### src/iocal_pkg.sv
// package: register map, field positions and reset values of the io calibration control block
package iocal_pkg;

	// ----------------------------------------------------------------
	// register map
	// ----------------------------------------------------------------
	localparam logic [11:0] CTRL_OFFSET      = 12'h000;
	localparam logic [11:0] CAL_STAT_OFFSET  = 12'h004;
	localparam int          ADDR_W           = 12;

	// ----------------------------------------------------------------
	// field positions
	// ----------------------------------------------------------------
	localparam int DLL_RST_BIT     = 20;
	localparam int CLKDIV_RST_BIT  = 19;
	localparam int VREF_SEL_BIT    = 18;
	localparam int VREF_LVL_HI     = 17;
	localparam int VREF_LVL_LO     = 16;
	localparam int READY_BIT       = 15;
	localparam int IBUF_PD_BIT     = 14;
	localparam int CLEAR_BIT       = 13;
	localparam int DN_P_BIT        = 12;
	localparam int DN_N_BIT        = 11;
	localparam int UP_P_BIT        = 10;
	localparam int UP_N_BIT        = 9;
	localparam int PSAVE_BIT       = 8;
	localparam int WRITABLE_HI     = 20;

	// ----------------------------------------------------------------
	// reset values and masks
	// ----------------------------------------------------------------
	localparam logic [31:0] CTRL_RESET    = 32'h0018_0000;
	localparam logic [31:0] WRITE_MASK    = 32'h001f_7f00;
	localparam logic [31:0] RSVD_MASK     = 32'hffe0_0000;

	// reference level codes
	localparam logic [1:0]  VREF_MID_A    = 2'h0;
	localparam logic [1:0]  VREF_LOW      = 2'h1;
	localparam logic [1:0]  VREF_HIGH     = 2'h2;
	localparam logic [1:0]  VREF_MID_B    = 2'h3;

	// reference level encodings for the analog trim (one-hot)
	localparam logic [2:0]  LVL_475       = 3'h1;
	localparam logic [2:0]  LVL_500       = 3'h2;
	localparam logic [2:0]  LVL_525       = 3'h4;

endpackage

### src/iocal_sync.sv
// two-flop synchroniser for levels entering from outside the pclk domain
`timescale 1ns/10ps
module iocal_sync #(
	parameter int W = 1
) (
	// clock and reset
	input  wire logic         pclk,
	input  wire logic         presetn,
	// level in and out
	input  wire logic [W-1:0] async_in,
	output logic      [W-1:0] sync_out
);

	logic [W-1:0] meta_q;

	// the first stage is read only by the second
	always_ff @(posedge pclk or negedge presetn) begin
		if (!presetn) begin
			meta_q   <= '0;
			sync_out <= '0;
		end else begin
			meta_q   <= async_in;
			sync_out <= meta_q;
		end
	end

endmodule // iocal_sync

### src/iocal_vref_decode.sv
// decoder from the two-bit reference level code to a one-hot analog trim select
`timescale 1ns/10ps
module iocal_vref_decode (
	// code in
	input  wire logic [1:0] level_code,
	// trim out
	output logic      [2:0] level_onehot
);

	always_comb begin
		unique case (level_code)
			iocal_pkg::VREF_LOW:   level_onehot = iocal_pkg::LVL_475;
			iocal_pkg::VREF_HIGH:  level_onehot = iocal_pkg::LVL_525;
			iocal_pkg::VREF_MID_A,
			iocal_pkg::VREF_MID_B: level_onehot = iocal_pkg::LVL_500;
		endcase
	end

endmodule // iocal_vref_decode

### src/iocal_ctrl.sv
// apb register block controlling the io impedance calibration of the ddr interface
//
// Decided for this implementation: register access over APB and the placing of the registers.
`timescale 1ns/10ps

// ----------------------------------------------------------------
// register block
// ----------------------------------------------------------------
// Behaviour
// - bit 20 drives the delay loop reset, active low, reset value one.
// - bit 19 drives the io clock divider reset, active low, reset one.
// - bit 18 selects internal reference when one, external pad when zero.
// - bits 17:16 pick reference level: 01 low, 10 high, 00/11 midpoint.
// - bit 14 lets the phy receiver power-down reach the input buffers.
// - bit 13 low holds the calibration flops cleared; resets to zero.
// - bit 12 forces pfet drive down, bit 11 nfet drive down.
// - bit 10 forces pfet drive up, overriding computed setting.
// - register decodes in the system control space, not the memory controller.
// - bit 8 enables calibration power save mode.
module iocal_ctrl #(
	parameter int ADDR_W = iocal_pkg::ADDR_W
) (
	// clock and reset
	input  wire logic              pclk,
	input  wire logic              presetn,
	// apb slave
	input  wire logic              psel,
	input  wire logic              penable,
	input  wire logic              pwrite,
	input  wire logic [ADDR_W-1:0] paddr,
	input  wire logic [31:0]       pwdata,
	input  wire logic [3:0]        pstrb,
	output logic      [31:0]       prdata,
	output logic                   pready,
	output logic                   pslverr,
	// calibration engine status, asynchronous
	input  wire logic              cal_done,
	// phy receiver power-down request
	input  wire logic              phy_rx_powerdown,
	// controls to the io macro and calibration engine
	output logic                   delay_loop_reset_n,
	output logic                   io_clock_divider_reset_n,
	output logic                   internal_reference_select,
	output logic      [1:0]        reference_level_select,
	output logic      [2:0]        reference_level_trim,
	output logic                   input_buffer_powerdown,
	output logic                   calibration_clear_n,
	output logic                   force_pfet_drive_down,
	output logic                   force_nfet_drive_down,
	output logic                   force_pfet_drive_up,
	output logic                   force_nfet_drive_up,
	output logic                   calibration_power_save
);

	// ----------------------------------------------------------------
	// address decode
	// ----------------------------------------------------------------
	function automatic logic hit(input logic [ADDR_W-1:0] a, input logic [11:0] off);
		hit = (a == ADDR_W'(off));
	endfunction

	logic        access;
	logic        ctrl_hit;
	logic        stat_hit;
	logic        mapped;
	logic [31:0] ctrl_q;
	logic [31:0] ctrl_d;
	logic [31:0] byte_mask;
	logic        ready_sync;
	logic        ibuf_pd_q;
	logic [31:0] rdata_d;

	// only the system-control-space offsets decode here
	assign access   = psel && penable;
	assign ctrl_hit = hit(paddr, iocal_pkg::CTRL_OFFSET);
	assign stat_hit = hit(paddr, iocal_pkg::CAL_STAT_OFFSET);
	assign mapped   = ctrl_hit || stat_hit;

	// zero wait states; unmapped or write to status answers with an error
	assign pready  = 1'b1;
	assign pslverr = access && (!mapped || (pwrite && stat_hit));

	// ----------------------------------------------------------------
	// calibration done crosses in from the analog engine
	// ----------------------------------------------------------------
	iocal_sync #(
		.W (1)
	) u_ready_sync (
		.pclk     (pclk),
		.presetn  (presetn),
		.async_in (cal_done),
		.sync_out (ready_sync)
	);

	// ----------------------------------------------------------------
	// control register
	// ----------------------------------------------------------------
	genvar gb;
	generate
		for (gb = 0; gb < 4; gb++) begin : g_strb
			assign byte_mask[gb*8 +: 8] = {8{pstrb[gb]}};
		end
	endgenerate

	// reserved and read-only bits never store; lower engine fields are out of this block
	always_comb begin
		ctrl_d = ctrl_q;
		if (access && pwrite && ctrl_hit) begin
			ctrl_d = (ctrl_q & ~(byte_mask & iocal_pkg::WRITE_MASK))
			       | (pwdata & byte_mask & iocal_pkg::WRITE_MASK);
		end
	end

	always_ff @(posedge pclk or negedge presetn) begin
		if (!presetn) begin
			ctrl_q <= iocal_pkg::CTRL_RESET;
		end else begin
			ctrl_q <= ctrl_d;
		end
	end

	// ----------------------------------------------------------------
	// control outputs
	// ----------------------------------------------------------------
	assign delay_loop_reset_n        = ctrl_q[iocal_pkg::DLL_RST_BIT];
	assign io_clock_divider_reset_n  = ctrl_q[iocal_pkg::CLKDIV_RST_BIT];
	assign internal_reference_select = ctrl_q[iocal_pkg::VREF_SEL_BIT];
	assign reference_level_select    =
		ctrl_q[iocal_pkg::VREF_LVL_HI:iocal_pkg::VREF_LVL_LO];
	assign calibration_clear_n       = ctrl_q[iocal_pkg::CLEAR_BIT];
	assign force_pfet_drive_down     = ctrl_q[iocal_pkg::DN_P_BIT];
	assign force_nfet_drive_down     = ctrl_q[iocal_pkg::DN_N_BIT];
	assign force_pfet_drive_up       = ctrl_q[iocal_pkg::UP_P_BIT];
	assign force_nfet_drive_up       = ctrl_q[iocal_pkg::UP_N_BIT];
	assign calibration_power_save    = ctrl_q[iocal_pkg::PSAVE_BIT];

	iocal_vref_decode u_vref_decode (
		.level_code   (reference_level_select),
		.level_onehot (reference_level_trim)
	);

	// the phy request is registered so the buffer gate changes glitch free
	always_ff @(posedge pclk or negedge presetn) begin
		if (!presetn) begin
			ibuf_pd_q <= 1'b0;
		end else begin
			ibuf_pd_q <= ctrl_q[iocal_pkg::IBUF_PD_BIT] && phy_rx_powerdown;
		end
	end
	assign input_buffer_powerdown = ibuf_pd_q;

	// ----------------------------------------------------------------
	// read path
	// ----------------------------------------------------------------
	// ready reads zero while clear is held, since the flops are cleared then
	always_comb begin
		rdata_d = 32'h0000_0000;
		if (ctrl_hit) begin
			rdata_d = ctrl_q & iocal_pkg::WRITE_MASK;
			rdata_d[iocal_pkg::READY_BIT] = ready_sync && calibration_clear_n;
		end else if (stat_hit) begin
			rdata_d[0] = ready_sync && calibration_clear_n;
		end
	end

	assign prdata = (access && !pwrite) ? rdata_d : 32'h0000_0000;

endmodule // iocal_ctrl

### config.mk
export PLATFORM = sky130hd
export DESIGN_NAME = iocal_ctrl
export DESIGN_NICKNAME = d
export VERILOG_FILES = /design/src/iocal_pkg.sv /design/src/iocal_sync.sv /design/src/iocal_vref_decode.sv /design/src/iocal_ctrl.sv
export SDC_FILE = /design/constraint.sdc
export NUM_CORES = 1
export LEC_CHECK = 0
export ABC_CLOCK_PERIOD_IN_PS = 2900
export BUFFER_PORTS_ARGS = -buffer_cell sky130_fd_sc_hd__buf_2
export CAP_MARGIN = 40
export CELL_PAD_IN_SITES_DETAIL_PLACEMENT = 0
export CELL_PAD_IN_SITES_GLOBAL_PLACEMENT = 1
export CORE_MARGIN = 8
export CORE_UTILIZATION = 24
export CTS_CLUSTER_DIAMETER = 150
export DETAILED_ROUTE_END_ITERATION = 10
export GPL_ROUTABILITY_DRIVEN = 0
export GPL_TIMING_DRIVEN = 0
export PLACE_DENSITY = 0.81
export RECOVER_POWER = 25
export SYNTH_ARGS = -nofsm -noshare
export SYNTH_HDL_FRONTEND = slang
export SYNTH_SLANG_ARGS = --single-unit
### constraint.sdc
create_clock -name pclk -period 2.9 [get_ports pclk]
set_clock_uncertainty 0.2 [all_clocks]
set_input_delay 0.58 -clock pclk [delete_from_list [all_inputs] [get_ports pclk]]
set_output_delay 0.58 -clock pclk [all_outputs]
set_load 0.01 [all_outputs]
## Yosys cells after proc, flatten, opt, wreduce, memory -nomap -nowiden

Index checks and enable logic that the tools add are counted.

- Bits in registers: 35
- Output and inout port bits: 49
- Word-level logic and storage cells: 32

- Equal/unequal tests: 4
- Muxes and demuxes: 5
- Bitwise operators: 4
- Reductions and logical operators: 15

Operators by type and width:

| cell | number |
|---|---|
| 32-bit bitwise AND | 1 |
| 21-bit inverter with 32-bit output | 1 |
| 32-bit by 21-bit OR with 32-bit output | 1 |
| 21-bit bitwise AND | 1 |
| 21-bit two-way mux | 1 |
| 20-bit two-way mux | 1 |
| 12-bit by 3-bit equality test with 1-bit output (second input constant) | 1 |
| 12-bit zero test | 1 |
| 3-bit one-hot mux with 3 select lines | 1 |
| 1-bit logical AND | 8 |
| 2-bit equality test (second input constant) | 2 |
| 2-bit by 1-bit equality test with 1-bit output (second input constant) | 1 |
| 1-bit zero test | 2 |
| 2-bit zero test | 1 |
| 1-bit logical OR | 2 |
| 1-bit two-way mux | 2 |
| 2-bit OR reduction | 1 |

## Depth between registers and ports, before layout

- Word-level depth: 5
- Mapped depth: 5
- Mapped depth without buffers: 3

## Hierarchy

A second synthesis with hierarchy kept.

- Cell total of the unflattened synthesis: 100
- Area, all modules: 1006.0 um2

Modules (own cells, without submodules):

| module | instances | cells an instance | area each (um2) | seq. area each (um2) |
|---|---|---|---|---|
| iocal_ctrl | 1 | 94 | 923.4 | 327.8 |
| iocal_sync | 1 | 2 | 50.0 | 50.0 |
| iocal_vref_decode | 1 | 4 | 32.5 | 0.0 |

## Worst setup path before layout

OpenSTA, ideal clock, no wires.

- Kind: input to output
- From: input paddr[11]
- To: output prdata[0]
- Arrival: 2002 ps
- Required time: 2120 ps
- Slack: 118 ps
- Stages: 5
- Path buffers: 2
- Cells stage by stage: or4_4 -> or3_1 -> buf_2 -> buf_6 -> nor3_2

- Cells in the longest elaborated chain, start to end: 4

Ends and longest elaborated chain:

| item | RTL line | RTL |
|---|---|---|
| from (decl) | iocal_ctrl.sv:30 | `input wire logic [ADDR_W-1:0] paddr,` |
| 12-bit by 3-bit equality test with 1-bit output | iocal_ctrl.sv:59 | `hit = (a == ADDR_W'(off));` |
| 1-bit two-way mux | iocal_ctrl.sv:161 | `end else if (stat_hit) begin` |
| 1-bit two-way mux * | iocal_ctrl.sv:158 | `if (ctrl_hit) begin` |
| 21-bit two-way mux * | iocal_ctrl.sv:166 | `assign prdata = (access && !pwrite) ? rdata_d : 32'h0000_0000;` |
| to (decl) | iocal_ctrl.sv:33 | `output logic [31:0] prdata,` |

Every way passes the cells marked *; elsewhere a longest branch is shown, timed or not.

## Worst setup path in the final report

- From: input paddr[6]
- To: output prdata[8]

- Cells in the longest elaborated chain, start to end: 3

Ends and longest elaborated chain:

| item | RTL line |
|---|---|
| 12-bit zero test | iocal_ctrl.sv:59 |
| 20-bit two-way mux | iocal_ctrl.sv:158 |
| 21-bit two-way mux | iocal_ctrl.sv:166 |

Every way passes these cells.

==> flow_summary.json <==
{
  "powerDensity_mw_per_mm2": 271,
  "rr_worst_depth": 1,
  "dominantRegCellSynth": "dfrtp_1",
  "final_util_pct": 38.8,
  "grt_pass1_wl_um": 4570,
  "cts_buffers": 3,
  "vias": 908,
  "synth_cells": 97,
  "worst_ir_drop_vdd_v": 0.000175,
  "place_inst": 228,
  "yosys.area.top_type": "dfrtp_1",
  "cts_buffer_depth": 2,
  "antenna_found_initial": 0,
  "htree_levels": 1,
  "min_to": "u_ready_sync.sync_out",
  "clk_pin_slew_ns": 0.06,
  "nets": 241,
  "post-place-ws_ns": -0.159,
  "die_h_um": 81.8,
  "avgSynthCellArea_um2": 10.7,
  "power.share.clock_pct": 36.6,
  "antenna_cells": 0,
  "hold_viol_final": 0,
  "overflow": 0,
  "synth-seq-cells": 15,
  "slew_violations": 0,
  "floorplan.initialDensity_pct": 24.4,
  "crit_start": "paddr[6]",
  "max_slew.worst_pin.slew_ns": 0.823,
  "switching_share_pct": 22.6,
  "synthTopCellsByArea": "dfrtp_1, buf_4, mux2_2",
  "ff2ff_setup_slack_ns": 1.90,
  "power.leakage_uw": 0.000987,
  "via_per_inst": 3.86,
  "drtPass1Iterations": 2,
  "grt_use_total_pct": 8.81,
  "final_common_cell": "buf_2",
  "p_sw_uw": 101,
  "post-route-min-period_ns": 2.92,
  "fmax_mhz": 343,
  "failed_checks": "negative setup slack",
  "synth.distinct_cells": 22,
  "p_comb_share_pct": 16.1,
  "clock-root-buffer": "clkbuf_8",
  "crit_path_end_kind": "primary output",
  "setup_slack_ns": -0.0159,
  "die_area_mm2": 0.00669,
  "status": "finished with violations",
  "cts.hold.buffers_added": 0,
  "rows": 24,
  "async_flop_share_pct": 100,
  "setup_viol": 4,
  "wl_um": 3000,
  "relSlewSlack_pct": 45.1,
  "area_growth_pct": 59.1,
  "path_max_fanout": 5,
  "cp.required_ns": 2.12,
  "numClockSinks": 15,
  "synth_top_area_share_pct": 31.3,
  "stdcell_count": 235,
  "wl_per_cell_um": 12.8,
  "holdPathStages": 0,
  "cp-start-kind": "primary input",
  "io_buffers": 62,
  "syn-cell-area_mm2": 0.00104,
  "yosysSeqAreaShare_pct": 36.3,
  "core_area_mm2": 0.00426,
  "rsz0062_at_grt": "true",
  "hold_path.class": "flip-flop to flip-flop",
  "antenna_left": 0,
  "ioPinCount": 104,
  "grt_max_degree": 16,
  "post-route-period-util_pct": 101,
  "initialDrtViolationCount": 8,
  "maxCapViolCount": 0,
  "grt_pass1_vias": 957,
  "synth_edf_count": 0,
  "internal_power_uw": 346,
  "hpwl_um": 2470,
  "route.detailed.drc": 0,
  "insertion_delay_ns": 0.24,
  "arrival_ns": 2.14,
  "mostFrequentLayoutCells": "buf_2, buf_4, conb_1",
  "cts_tree": "done",
  "yosysWarnings": 0,
  "hold_start": "u_ready_sync.meta_q",
  "pwr-share-seq_pct": 47.3,
  "path_class": "primary input to primary output",
  "die_w_um": 81.8,
  "drive_gt1_share_pct": 67.8
}
==> logic make-up (layout without fill, tap and decap cells) <==
family | Yosys count | in the layout | share of synthesized area [%]
fa+ha+maj | 2 | 2 | 2.41
buf+inv | 37 | 106 | 21.8
compound gates | 2 | 2 | 1.56
mux | 12 | 12 | 13.0
simple gates | 27 | 27 | 24.2
flops | 15 | 15 | 36.3
other cells | 2 | 19 | 0.722
==> timing repair <==
action | CTS | global route
cloned | 1 | 0
pin swaps | 5 | 2
resized for setup | 9 | 11
setup buffers | 3 | 0
endpoints found under the setup margin | 11 | 13
==> worst max-delay path by stage <==
| stage | to | slack, ns | depth (start not counted) |
|---|---|---|---|
| floorplan | prdata[0] | 0.12 | 5 |
| global placement | prdata[17] | -0.14 | 7 |
| detailed placement | prdata[8] | -0.16 | 7 |
| CTS | prdata[8] | -0.06 | 7 |
| global route | prdata[0] | -0.07 | 6 |
| finish | prdata[8] | -0.02 | 6 |
==> synth_stat cells (2+ instances only) <==
cell type	count
inv_1	13
nor3_2	10
mux2_2	12
ha_1	2
nand4b_1	2
nor4_4	2
or4_4	2
conb_1	2
and2_1	2
dfstp_2	2
buf_4	21
nor3_1	5
dfrtp_1	13
==> metrics by stage <==
stage	area [um2]	setup TNS (ns)	hold WS (ns)	power, uW
floorplan	1100	0	0.0844	254
global placement	1480	-1.29	0.139	282
detailed placement	1480	-1.45	0.135	283
CTS	1610	-0.407	0.0430	456
global route	1650	-0.546	0.184	474
finish	1650	-0.0256	0.147	448
==> routing by layer <==
layer,share of wire [%],track usage (%)
met5,0,0
met4,0,2.11
met3,11,3.50
met2,50,15.0
met1,39,10.1
==> final cells by class <==
type,count,area (um2)
multi-input cells,62,569
fillers,447,2610
plain buffers,23,183
clock buffers,4,45.0
flip-flops and latches,15,378
inverters,13,48.8
repair buffers,66,365
well taps,52,65.1
==> critical path, cell delays in order <==
cell and delay (ns):
buf_6 0.09, or4_4 0.52, or3_4 0.45, buf_12 0.17, nor3_4 0.16, buf_2 0.16
==> power groups by stage <==
stage,sequential [uW],combinational (uW),clock [uW]
final,212,72.0,164
after CTS,211,70.7,174
after detailed placement,215,68.2,0
after global placement,215,67.0,0
after floorplan,215,39.1,0
after global routing,212,79.3,183
No activity file was read; power rests on OpenSTA's default activity.
